**src/rtl/astrc_pkg.sv**
```systemverilog
// Constants, register map and bus carrier for the asynchronous serial core.
// Assumes a single 100 MHz bus clock and an 8-bit register port.
// Operation
// - Data address reads receive, writes transmit buffer
// - Data accesses complete the status flag clear sequences
// - One bus-clocked baud generator serves both directions
// - Receiver realigns bit timing on falling edges
// - Transmit idles high; polarity flip inverts everything
// - Enabling transmitter queues one idle preamble frame
// - Shifter holds ten bits, eleven in nine-bit mode
// - Free shifter takes buffer on tick, sets vacant
// - Nothing waiting after stop sets all-done, idles
// - Disabling holds pin until current frame, queued idle and break finish
// - Queue-break write one then zero sends one break
// - Break still requested at load queues another
// - Break is 10, 11, 13 or 14 bits
// - Disable then enable queues one idle character
// - Receive polarity flip; receiver runs only when enabled
// - Frame is start zero, data LSB first, stop one
// - Complete character loads buffer only when empty
// - Character into full buffer sets overrun, discarded
// - Buffer-full flag clears only by access sequence
// - Clear is status-one read then data read
// - Sixteen slots per bit, vote 8-10, noise
// - Start edge after three ones, confirmed at 3,5,7
`default_nettype none
package astrc_pkg;
   // ------------------------------------------------------------
   // Register offsets
   // ------------------------------------------------------------
   localparam logic [2:0] ADDR_BAUD_HI = 3'h0;
   localparam logic [2:0] ADDR_BAUD_LO = 3'h1;
   localparam logic [2:0] ADDR_CTRL1 = 3'h2;
   localparam logic [2:0] ADDR_CTRL2 = 3'h3;
   localparam logic [2:0] ADDR_STAT1 = 3'h4;
   localparam logic [2:0] ADDR_STAT2 = 3'h5;
   localparam logic [2:0] ADDR_CTRL3 = 3'h6;
   localparam logic [2:0] ADDR_DATA = 3'h7;
   // ------------------------------------------------------------
   // Field positions
   // ------------------------------------------------------------
   localparam int CTRL1_NINE_BIT = 4;
   localparam int CTRL2_TX_EN = 3;
   localparam int CTRL2_RX_EN = 2;
   localparam int CTRL2_QBRK = 0;
   localparam int STAT1_TX_BUFFER_VACANT = 7;
   localparam int STAT1_TC = 6;
   localparam int STAT1_RX_BUFFER_FULL = 5;
   localparam int STAT1_OVR = 3;
   localparam int STAT1_NF = 2;
   localparam int STAT1_FE = 1;
   localparam int STAT2_RX_FLIP = 4;
   localparam int STAT2_LONG_BRK = 2;
   localparam int STAT2_RX_ACTIVE = 0;
   localparam int CTRL3_R8 = 7;
   localparam int CTRL3_T8 = 6;
   localparam int CTRL3_TX_FLIP = 4;
   // ------------------------------------------------------------
   // Reset values and counts
   // ------------------------------------------------------------
   localparam logic [12:0] BAUD_MOD_RESET = 13'h0004;
   localparam logic [3:0] FRAME_BITS_8 = 4'ha;
   localparam logic [3:0] FRAME_BITS_9 = 4'hb;
   localparam logic [3:0] LONG_BRK_EXTRA = 4'h3;
   localparam logic [3:0] STOP_IDX_8 = 4'h9;
   localparam logic [3:0] STOP_IDX_9 = 4'ha;
   localparam logic [3:0] TX_TICK_LAST = 4'hf;
   localparam logic [4:0] SLOT_FIRST = 5'h01;
   localparam logic [4:0] SLOT_START_A = 5'h03;
   localparam logic [4:0] SLOT_START_B = 5'h05;
   localparam logic [4:0] SLOT_START_C = 5'h07;
   localparam logic [4:0] SLOT_VOTE_A = 5'h08;
   localparam logic [4:0] SLOT_VOTE_B = 5'h09;
   localparam logic [4:0] SLOT_VOTE_C = 5'h0a;
   localparam logic [4:0] SLOT_LATE_EDGE = 5'h0b;
   localparam logic [4:0] SLOT_LAST = 5'h10;
   // ------------------------------------------------------------
   // Types
   // ------------------------------------------------------------
   typedef struct packed {
      logic [2:0] addr;
      logic [7:0] wdata;
      logic wr;
      logic rd;
   } astrc_bus_req_t;
   typedef enum logic [1:0] {RX_HUNT, RX_START, RX_FRAME} astrc_rx_state_t;
endpackage
`default_nettype wire

```
**src/rtl/astrc_baud.sv**
```systemverilog
// Baud tick generator: bus clock divided by a programmable modulo.
// Assumes the modulo is written while the link is quiet.
`timescale 1ns/1ps
`default_nettype none
module astrc_baud (
   input wire logic clk, // Bus clock
   input wire logic rst_n, // Synchronised reset, active low
   input wire logic [12:0] modulo, // Divide value, zero stops the tick
   output var logic tick // Sixteen-times sample tick, one cycle
);
   import astrc_pkg::*;
   logic [12:0] cnt_r;
   // ------------------------------------------------------------
   // Divider
   // ------------------------------------------------------------
   // Counts 1..modulo so the tick period equals the modulo exactly
   always_ff @(posedge clk or negedge rst_n)
   begin
      if (!rst_n)
      begin
         cnt_r <= 13'h0001;
         tick <= 1'b0;
      end
      else if (modulo == 13'h0000)
      begin
         cnt_r <= 13'h0001;
         tick <= 1'b0;
      end
      else if (cnt_r >= modulo)
      begin
         cnt_r <= 13'h0001;
         tick <= 1'b1;
      end
      else
      begin
         cnt_r <= cnt_r + 13'h0001;
         tick <= 1'b0;
      end
   end
endmodule
`default_nettype wire

```
**src/rtl/astrc_core.sv**
```systemverilog
// Asynchronous serial transmitter and receiver with register port.
// Assumes rxd is already synchronous to clk; bus strobes are one cycle.
`timescale 1ns/1ps
`default_nettype none
module astrc_core (
   input wire logic clk, // 100 MHz bus clock
   input wire logic resetn, // Asynchronous reset, active low
   input wire astrc_pkg::astrc_bus_req_t bus_req, // Register request
   output var logic [7:0] rd_data, // Read data, cycle after read strobe
   input wire logic rxd, // Serial receive line
   output var logic txd, // Serial transmit line
   output var logic tx_oe, // High while transmitter owns the pin
   output var logic rx_active // High while a frame is being received
);
   import astrc_pkg::*;
   // ------------------------------------------------------------
   // Reset release
   // ------------------------------------------------------------
   logic rst_meta_r, rst_n_r;
   always_ff @(posedge clk or negedge resetn)
   begin
      if (!resetn)
      begin
         rst_meta_r <= 1'b0;
         rst_n_r <= 1'b0;
      end
      else
      begin
         rst_meta_r <= 1'b1;
         rst_n_r <= rst_meta_r;
      end
   end
   // ------------------------------------------------------------
   // Control registers
   // ------------------------------------------------------------
   logic [12:0] baud_mod_r;
   logic nine_bit_r, tx_en_r, rx_en_r, qbrk_r, long_brk_r, rx_flip_r, tx_flip_r, t8_r;
   logic wr_ctrl2, wr_data, rd_stat1, rd_dport;
   assign wr_ctrl2 = bus_req.wr && (bus_req.addr == ADDR_CTRL2);
   assign wr_data = bus_req.wr && (bus_req.addr == ADDR_DATA);
   assign rd_stat1 = bus_req.rd && (bus_req.addr == ADDR_STAT1);
   assign rd_dport = bus_req.rd && (bus_req.addr == ADDR_DATA);
   // Plain storage written by software
   always_ff @(posedge clk or negedge rst_n_r)
   begin
      if (!rst_n_r)
      begin
         baud_mod_r <= BAUD_MOD_RESET;
         nine_bit_r <= 1'b0;
         tx_en_r <= 1'b0;
         rx_en_r <= 1'b0;
         qbrk_r <= 1'b0;
         long_brk_r <= 1'b0;
         rx_flip_r <= 1'b0;
         tx_flip_r <= 1'b0;
         t8_r <= 1'b0;
      end
      else if (bus_req.wr)
      begin
         unique case (bus_req.addr)
            ADDR_BAUD_HI: baud_mod_r[12:8] <= bus_req.wdata[4:0];
            ADDR_BAUD_LO: baud_mod_r[7:0] <= bus_req.wdata;
            ADDR_CTRL1: nine_bit_r <= bus_req.wdata[CTRL1_NINE_BIT];
            ADDR_CTRL2:
            begin
               tx_en_r <= bus_req.wdata[CTRL2_TX_EN];
               rx_en_r <= bus_req.wdata[CTRL2_RX_EN];
               qbrk_r <= bus_req.wdata[CTRL2_QBRK];
            end
            ADDR_STAT2:
            begin
               rx_flip_r <= bus_req.wdata[STAT2_RX_FLIP];
               long_brk_r <= bus_req.wdata[STAT2_LONG_BRK];
            end
            ADDR_CTRL3:
            begin
               t8_r <= bus_req.wdata[CTRL3_T8];
               tx_flip_r <= bus_req.wdata[CTRL3_TX_FLIP];
            end
            default: ;
         endcase
      end
   end
   // ------------------------------------------------------------
   // Shared baud generator
   // ------------------------------------------------------------
   logic tick16;
   // Both directions count the same tick, otherwise they run apart
   astrc_baud u_baud (
      .clk(clk),
      .rst_n(rst_n_r),
      .modulo(baud_mod_r),
      .tick(tick16)
   );
   // ------------------------------------------------------------
   // Transmitter
   // ------------------------------------------------------------
   logic [7:0] tx_buf_r;
   logic [10:0] shreg_r;
   logic [3:0] tx_sub_r, tx_bits_r, frame_len, brk_len;
   logic tx_busy_r, tx_brk_r, idle_pend_r, brk_pend_r, tx_buffer_vacant_r, tc_r, tx_arm_r;
   logic tx_slot, load_idle, load_brk, load_data, tx_last_end;
   assign frame_len = nine_bit_r ? FRAME_BITS_9 : FRAME_BITS_8;
   assign brk_len = frame_len + (long_brk_r ? LONG_BRK_EXTRA : 4'h0);
   // Loads happen only on a baud tick with the shifter free
   assign tx_slot = tick16 && !tx_busy_r;
   assign load_idle = tx_slot && idle_pend_r;
   assign load_brk = tx_slot && !idle_pend_r && brk_pend_r;
   assign load_data = tx_slot && !idle_pend_r && !brk_pend_r && !tx_buffer_vacant_r && tx_en_r;
   assign tx_last_end = tx_busy_r && tick16 && (tx_sub_r == TX_TICK_LAST) && (tx_bits_r == 4'h1);
   // Transmit buffer, written through the shared data address
   always_ff @(posedge clk or negedge rst_n_r)
   begin
      if (!rst_n_r)
         tx_buf_r <= 8'h00;
      else if (wr_data)
         tx_buf_r <= bus_req.wdata;
   end
   // Queued preamble or idle, and queued break
   always_ff @(posedge clk or negedge rst_n_r)
   begin
      if (!rst_n_r)
      begin
         idle_pend_r <= 1'b0;
         brk_pend_r <= 1'b0;
      end
      else
      begin
         if (wr_ctrl2 && bus_req.wdata[CTRL2_TX_EN] && !tx_en_r)
            idle_pend_r <= 1'b1;
         else if (load_idle)
            idle_pend_r <= 1'b0;
         if (wr_ctrl2 && bus_req.wdata[CTRL2_QBRK])
            brk_pend_r <= 1'b1;
         else if (load_brk)
            brk_pend_r <= qbrk_r;
      end
   end
   // Shifter: LSB leaves first, one bit per sixteen ticks
   always_ff @(posedge clk or negedge rst_n_r)
   begin
      if (!rst_n_r)
      begin
         shreg_r <= 11'h7ff;
         tx_sub_r <= 4'h0;
         tx_bits_r <= 4'h0;
         tx_busy_r <= 1'b0;
         tx_brk_r <= 1'b0;
      end
      else if (load_idle || load_brk || load_data)
      begin
         tx_busy_r <= 1'b1;
         tx_sub_r <= 4'h0;
         tx_brk_r <= load_brk;
         tx_bits_r <= load_brk ? brk_len : frame_len;
         if (load_data)
            shreg_r <= {1'b1, nine_bit_r ? t8_r : 1'b1, tx_buf_r, 1'b0};
         else
            shreg_r <= 11'h7ff;
      end
      else if (tx_busy_r && tick16)
      begin
         tx_sub_r <= tx_sub_r + 4'h1;
         if (tx_sub_r == TX_TICK_LAST)
         begin
            shreg_r <= {1'b1, shreg_r[10:1]};
            tx_bits_r <= tx_bits_r - 4'h1;
            if (tx_bits_r == 4'h1)
               tx_busy_r <= 1'b0;
         end
      end
   end
   // Vacant and all-done flags; a hardware set beats a software clear
   always_ff @(posedge clk or negedge rst_n_r)
   begin
      if (!rst_n_r)
      begin
         tx_buffer_vacant_r <= 1'b1;
         tc_r <= 1'b1;
         tx_arm_r <= 1'b0;
      end
      else
      begin
         if (rd_stat1)
            tx_arm_r <= tx_buffer_vacant_r || tc_r;
         else if (wr_data)
            tx_arm_r <= 1'b0;
         if (load_data)
            tx_buffer_vacant_r <= 1'b1;
         else if (wr_data && tx_arm_r)
            tx_buffer_vacant_r <= 1'b0;
         if (tx_last_end && tx_buffer_vacant_r && !idle_pend_r && !brk_pend_r)
            tc_r <= 1'b1;
         else if ((wr_data && tx_arm_r) || load_idle || load_brk || load_data)
            tc_r <= 1'b0;
      end
   end
   // Pin drive: idle high, break low, whole level flipped on request
   always_ff @(posedge clk or negedge rst_n_r)
   begin
      if (!rst_n_r)
      begin
         txd <= 1'b1;
         tx_oe <= 1'b0;
      end
      else
      begin
         txd <= (tx_busy_r ? (!tx_brk_r && shreg_r[0]) : 1'b1) ^ tx_flip_r;
         tx_oe <= tx_en_r || tx_busy_r || idle_pend_r || brk_pend_r;
      end
   end
   // ------------------------------------------------------------
   // Receiver
   // ------------------------------------------------------------
   astrc_rx_state_t rx_state_r;
   logic [2:0] hist_r, votes_r;
   logic [4:0] slot_r;
   logic [3:0] bit_idx_r, stop_idx;
   logic [8:0] rx_sh_r;
   logic [7:0] rx_buf_r, rx_new;
   logic rx_noise_r, rx_in, samp, maj, disagree, rx_done, rx_brk;
   logic rx_buffer_full_r, ovr_r, nf_r, fe_r, r8_r, rx_arm_r, clr_rx, rx_free;
   logic [2:0] vote3;
   assign rx_in = rxd ^ rx_flip_r;
   assign samp = tick16 && rx_en_r;
   assign stop_idx = nine_bit_r ? STOP_IDX_9 : STOP_IDX_8;
   assign vote3 = {votes_r[1:0], rx_in};
   assign maj = (vote3[0] && vote3[1]) || (vote3[0] && vote3[2]) || (vote3[1] && vote3[2]);
   assign disagree = (vote3 != 3'b000) && (vote3 != 3'b111);
   assign rx_done = samp && (rx_state_r == RX_FRAME) && (slot_r == SLOT_VOTE_C) && (bit_idx_r == stop_idx);
   assign rx_new = nine_bit_r ? rx_sh_r[7:0] : rx_sh_r[8:1];
   assign rx_brk = !maj && (rx_new == 8'h00);
   // Frame sampler; sixteen slots per bit counted from the falling edge
   always_ff @(posedge clk or negedge rst_n_r)
   begin
      if (!rst_n_r)
      begin
         rx_state_r <= RX_HUNT;
         hist_r <= 3'b000;
         votes_r <= 3'b000;
         slot_r <= SLOT_FIRST;
         bit_idx_r <= 4'h0;
         rx_sh_r <= 9'h000;
         rx_noise_r <= 1'b0;
      end
      else if (!rx_en_r)
      begin
         rx_state_r <= RX_HUNT;
         hist_r <= 3'b000;
      end
      else if (samp)
      begin
         hist_r <= {hist_r[1:0], rx_in};
         unique case (rx_state_r)
            RX_HUNT:
               if (hist_r == 3'b111 && !rx_in)
               begin
                  rx_state_r <= RX_START;
                  // The edge sample is slot one, so the next sample is slot two
                  slot_r <= SLOT_FIRST + 5'h01;
                  rx_noise_r <= 1'b0;
               end
            RX_START:
            begin
               slot_r <= slot_r + 5'h01;
               if (slot_r == SLOT_START_A || slot_r == SLOT_START_B || slot_r == SLOT_START_C)
                  votes_r <= vote3;
               if (slot_r == SLOT_START_C)
               begin
                  // Two or more zeros confirm a real start bit
                  if (!maj)
                  begin
                     rx_state_r <= RX_FRAME;
                     bit_idx_r <= 4'h0;
                     rx_noise_r <= disagree;
                  end
                  else
                     rx_state_r <= RX_HUNT;
               end
            end
            RX_FRAME:
            begin
               if (slot_r == SLOT_VOTE_A || slot_r == SLOT_VOTE_B)
                  votes_r <= vote3;
               if (slot_r == SLOT_VOTE_C)
               begin
                  rx_noise_r <= rx_noise_r || disagree;
                  if (bit_idx_r != 4'h0 && bit_idx_r != stop_idx)
                     rx_sh_r <= {maj, rx_sh_r[8:1]};
               end
               if (rx_done)
               begin
                  rx_state_r <= RX_HUNT;
                  // A framing error other than a break lets the next start in at once
                  hist_r <= rx_brk ? 3'b000 : 3'b111;
               end
               else if (hist_r[0] && !rx_in && bit_idx_r != 4'h0 && slot_r >= SLOT_LATE_EDGE)
               begin
                  slot_r <= SLOT_FIRST + 5'h01;
                  bit_idx_r <= bit_idx_r + 4'h1;
               end
               else if (hist_r[0] && !rx_in && bit_idx_r != 4'h0 && slot_r <= SLOT_START_A)
                  slot_r <= SLOT_FIRST + 5'h01;
               else if (slot_r == SLOT_LAST)
               begin
                  slot_r <= SLOT_FIRST;
                  bit_idx_r <= bit_idx_r + 4'h1;
               end
               else
                  slot_r <= slot_r + 5'h01;
            end
            default: rx_state_r <= RX_HUNT;
         endcase
      end
   end
   // Receive buffer and flags; a same-cycle clear frees the buffer first
   assign clr_rx = rd_dport && rx_arm_r;
   assign rx_free = !rx_buffer_full_r || clr_rx;
   always_ff @(posedge clk or negedge rst_n_r)
   begin
      if (!rst_n_r)
      begin
         rx_buffer_full_r <= 1'b0;
         ovr_r <= 1'b0;
         nf_r <= 1'b0;
         fe_r <= 1'b0;
         r8_r <= 1'b0;
         rx_buf_r <= 8'h00;
         rx_arm_r <= 1'b0;
      end
      else
      begin
         if (rd_stat1)
            rx_arm_r <= rx_buffer_full_r || ovr_r || nf_r || fe_r;
         else if (rd_dport)
            rx_arm_r <= 1'b0;
         if (clr_rx)
         begin
            rx_buffer_full_r <= 1'b0;
            ovr_r <= 1'b0;
            nf_r <= 1'b0;
            fe_r <= 1'b0;
         end
         if (rx_done && rx_free)
         begin
            rx_buf_r <= rx_new;
            r8_r <= rx_sh_r[8];
            rx_buffer_full_r <= 1'b1;
            nf_r <= rx_noise_r || disagree;
            fe_r <= !maj;
         end
         else if (rx_done)
            ovr_r <= 1'b1;
      end
   end
   // ------------------------------------------------------------
   // Read port
   // ------------------------------------------------------------
   logic [7:0] rd_mux;
   always_comb
   begin
      rd_mux = 8'h00;
      unique case (bus_req.addr)
         ADDR_BAUD_HI: rd_mux = {3'b000, baud_mod_r[12:8]};
         ADDR_BAUD_LO: rd_mux = baud_mod_r[7:0];
         ADDR_CTRL1: rd_mux[CTRL1_NINE_BIT] = nine_bit_r;
         ADDR_CTRL2:
         begin
            rd_mux[CTRL2_TX_EN] = tx_en_r;
            rd_mux[CTRL2_RX_EN] = rx_en_r;
            rd_mux[CTRL2_QBRK] = qbrk_r;
         end
         ADDR_STAT1:
         begin
            rd_mux[STAT1_TX_BUFFER_VACANT] = tx_buffer_vacant_r;
            rd_mux[STAT1_TC] = tc_r;
            rd_mux[STAT1_RX_BUFFER_FULL] = rx_buffer_full_r;
            rd_mux[STAT1_OVR] = ovr_r;
            rd_mux[STAT1_NF] = nf_r;
            rd_mux[STAT1_FE] = fe_r;
         end
         ADDR_STAT2:
         begin
            rd_mux[STAT2_RX_FLIP] = rx_flip_r;
            rd_mux[STAT2_LONG_BRK] = long_brk_r;
            rd_mux[STAT2_RX_ACTIVE] = rx_active;
         end
         ADDR_CTRL3:
         begin
            rd_mux[CTRL3_R8] = r8_r;
            rd_mux[CTRL3_T8] = t8_r;
            rd_mux[CTRL3_TX_FLIP] = tx_flip_r;
         end
         ADDR_DATA: rd_mux = rx_buf_r;
         default: rd_mux = 8'h00;
      endcase
   end
   // Read data stands only in the cycle after the strobe
   always_ff @(posedge clk or negedge rst_n_r)
   begin
      if (!rst_n_r)
      begin
         rd_data <= 8'h00;
         rx_active <= 1'b0;
      end
      else
      begin
         rd_data <= bus_req.rd ? rd_mux : 8'h00;
         rx_active <= (rx_state_r != RX_HUNT);
      end
   end
endmodule
`default_nettype wire

```
**config.mk**
```make
export PLATFORM = sky130hd
export DESIGN_NAME = astrc_core
export DESIGN_NICKNAME = d
export VERILOG_FILES = /design/src/rtl/astrc_pkg.sv /design/src/rtl/astrc_baud.sv /design/src/rtl/astrc_core.sv
export SDC_FILE = /design/constraint.sdc
export NUM_CORES = 1
export LEC_CHECK = 0
export BUFFER_PORTS_ARGS = -buffer_cell sky130_fd_sc_hd__buf_2
export CAP_MARGIN = 10
export CORE_MARGIN = 2
export CORE_UTILIZATION = 55
export CTS_BUF_LIST = sky130_fd_sc_hd__clkbuf_2 sky130_fd_sc_hd__clkbuf_4 sky130_fd_sc_hd__clkbuf_8
export DETAILED_ROUTE_END_ITERATION = 8
export HOLD_SLACK_MARGIN = 0.08
export PLACE_DENSITY = 0.69
export SYNTH_ARGS = -nofsm -noshare
export SYNTH_HDL_FRONTEND = slang
export SYNTH_SLANG_ARGS = --single-unit
```
**constraint.sdc**
```tcl
create_clock -name clk -period 6 [get_ports clk]
set_clock_uncertainty 0.2 [all_clocks]
set_input_delay 1.2 -clock clk [delete_from_list [all_inputs] [get_ports clk]]
set_output_delay 1.2 -clock clk [all_outputs]
set_load 0.02 [all_outputs]
```
==> results.yml <==
yosys:
  synth_top_area_share_pct: 40.23
  ys_seq_elements: 121
  syn-cell-area_um2: 6531
  synth_ff_type: "dfrtp_1"
  synth_area_leaders: "dfrtp_1 (40%), dfstp_2 (6.4%), ha_1 (5.7%), mux2_2 (4.3%), nand2_1 (4.0%)"
  postSynthCellCount: 658
  synthArstFlopShare_pct: 100.0
  synth_top_area_cell: "dfrtp_1"
  synth_seq_area_share_pct: 46.67
  synth.distinct_cells: 67
  yosysWarnings: 0
  avgSynthCellArea_um2: 9.926
  synth_edf_count: 0
  syn_nets: 704
route:
  drc: 0
  drt-total-wl_um: 14060
  drt_iter0_drc: 293
  antenna_left: 0
  wire_per_inst_um: 16.92
  vias: 4830
  drt_first_pass_iters: 4
  viasPerCell: 5.812
cts:
  clock_latency_ns: 0.45
  clk_path_buf_depth: 2
  clk_pin_slew_worst_paths_ns: 0.07
  numCtsBuffers: 17
  h-tree-depth: 4
  cts.sinks: 121
  cts_root_buf: "clkbuf_8"
  ctsResizeCount: 0
  cts_hold_buf: 0
  cts_tree: "built"
  cts_setup_buffers: 0
grt:
  grt_usage_pct: 23.86
  first_global_vias: 4765
  antenna_found_initial: 0
  overflow: 0
  grt_start_max_net_pins: 62
  grt_pass1_wl_um: 24010
power_and_ir_drop:
  power.clock.fraction_pct: 33.7
  p_sw_share_pct: 30.58
  power_frac_seq_pct: 46.7
  combPwrFrac_pct: 19.6
  power.internal_mw: 1.656
  power_density_nw_per_um2: 332.8
  p_total_mw: 2.385
  ir_worst_vdd_mv: 0.2633
  p_sw_mw: 0.7293
  leakage_nw: 3.230
layout:
  area_delta_synth_final_pct: 9.732
  fillCellCount: 955
  final_cells: 831
  fin_util_pct: 62.23
  final_nets: 722
  drive_above_1_share_pct: 17.30
  final_common_cell: "dfrtp_1"
  layout_common_cells: "dfrtp_1 (104), nand2_1 (69), o21ai_0 (51)"
  postLayoutCellArea_um2: 7167
  antennaDiodeCount: 0
setup_path:
  cpPeakStageDelay_ns: 0.68
  startpoint_type: "register"
  crit_path_end_kind: "register"
  worstPathRequired_ns: 6.14
  crit_chain: "or3b_4 > a2111oi_4 > a21bo_4 > mux2_4"
  worstPathMaxFanout: 21
  critPathArrivalTime_ns: 3.04
  path_class: "register to register"
  cp_slowest_cell: "a2111oi_4"
hold_path:
  hold_class: "register to register"
timing:
  setup_viol: 0
  whs_ns: 0.1547
  hold_viol: 0
  slew_headroom_pct: 43.97
  finalCriticalPeriod_ns: 2.899
  rsz0062_at_grt: "false"
  worst_pin_slew_ns: 0.8355
  setup_tns_ns: 0
  fin_crit_sh_pct: 48.31
  fmax_mhz: 345.0
  postLayoutSetupSlackWorst_ns: 3.101
  drv_slew: 0
place:
  preCtsSetupSlack_ns: 2.888
  placedCellCount: 800
  numPortBuffers: 26
  placed_area_um2: 6725
  dpl.hpwl_um: 9906
  gp_congestion: 0.8228
die:
  die_w_um: 113.0
  fp.dieH_um: 113.0
  core_region_area_um2: 11520
  rows: 39
  die_area_um2: 12760
  io_pins: 27
  start_util_pct: 56.71
run_status:
  run_status: "finished, final reports clean"
flow_run:
  max_cap_viol_count: 0
## power by group through the flow
stage                     sequential (mW)  clock [mW]  combinational [mW]
final                                1.11       0.803               0.468
after CTS                            1.11       0.820               0.473
after global routing                 1.13       0.858               0.543
after global placement               1.12           0               0.444
after floorplan                      1.08           0               0.380
after detailed placement             1.13           0               0.468
## per-layer routing
layer	up-vias	GRT usage, %	part of all wire (%)
met5	-	0	0
met4	0	8.374	1.6
met3	21	5.356	3.3
met2	75	37.43	47
met1	2357	33.03	48
li1	2377	-	-
## flip-flops by register name, indices dropped and copies added (netlist names), 3 cells and up
name          count
rx_buf_r          8
rd_data           8
shreg_r          10
tx_bits_r         4
u_baud.cnt_r     13
tx_buf_r          8
baud_mod_r       13
hist_r            3
bit_idx_r         4
slot_r            5
tx_sub_r          4
rx_sh_r           9
## synth_stat cells (5+ instances only)
library cell and instances:
mux2_2 25, dfrtp_1 105, xor2_1 9, nor3_1 7, dfstp_2 16, a21o_1 11
a21oi_1 27, xnor2_1 10, nand2b_1 8, nand3_1 29, a211oi_1 15, a31oi_1 5
nor2_1 40, inv_1 37, mux2i_1 22, nand4_1 8, a22oi_1 5, clkbuf_1 19
nand2_1 69, o21ai_0 51, ha_1 30, o22ai_1 6, and2_1 13, buf_1 5
nor2b_1 7, o21ai_2 8
## layout make-up
class / instances / area (µm²) / area share, %
Inverter: 37 / 138.9 / 1.938
Multi-Input combinational cell: 471 / 3211 / 44.80
Tap cell: 143 / 178.9 / 2.497
Timing Repair Buffer: 28 / 145.1 / 2.025
Clock inverter: 6 / 110.1 / 1.536
Clock buffer: 25 / 331.6 / 4.626
Sequential cell: 121 / 3052 / 42.58
## final timing paths
path / startpoint / cells after the start / endpoint / slack, ns
max in group asynchronous: rst_n_r$_DFF_PN0_ / 1 / rd_data[6]$_DFF_PN0_ / 4.16
min reg2reg: rst_meta_r$_DFF_PN0_ / 0 / rst_n_r$_DFF_PN0_ / 0.15
min: rst_meta_r$_DFF_PN0_ / 0 / rst_n_r$_DFF_PN0_ / 0.15
max: nine_bit_r$_DFFE_PN0P_ / 4 / r8_r$_DFFE_PN0P_ / 3.10
min in group asynchronous: rst_n_r$_DFF_PN0_ / 0 / rd_data[0]$_DFF_PN0_ / 0.19
max reg2reg: nine_bit_r$_DFFE_PN0P_ / 4 / r8_r$_DFFE_PN0P_ / 3.10
## critical path, delay by kind of cell, from the launching register on
kind	cells	cell delay, ns
AO/OA/AOI/OAI	2	1.08
flip-flops	1	0.66
AND/OR/NAND/NOR	1	0.53
multiplexers	1	0.32
## cells by family (layout without fill, tap and decap cells)
family / after synthesis / in the layout / synth area share, %
AND/OR/NAND/NOR: 208 / 208 / 16.07
AO/OA/AOI/OAI: 165 / 165 / 16.82
flip-flops: 121 / 121 / 46.67
buffers and inverters: 66 / 96 / 4.176
multiplexers: 48 / 48 / 7.912
adder cells (fa/ha/maj): 30 / 30 / 5.747
XOR/XNOR: 19 / 19 / 2.548
other: 1 / 1 / 0.05742
Power figures use the tool's default switching activity.
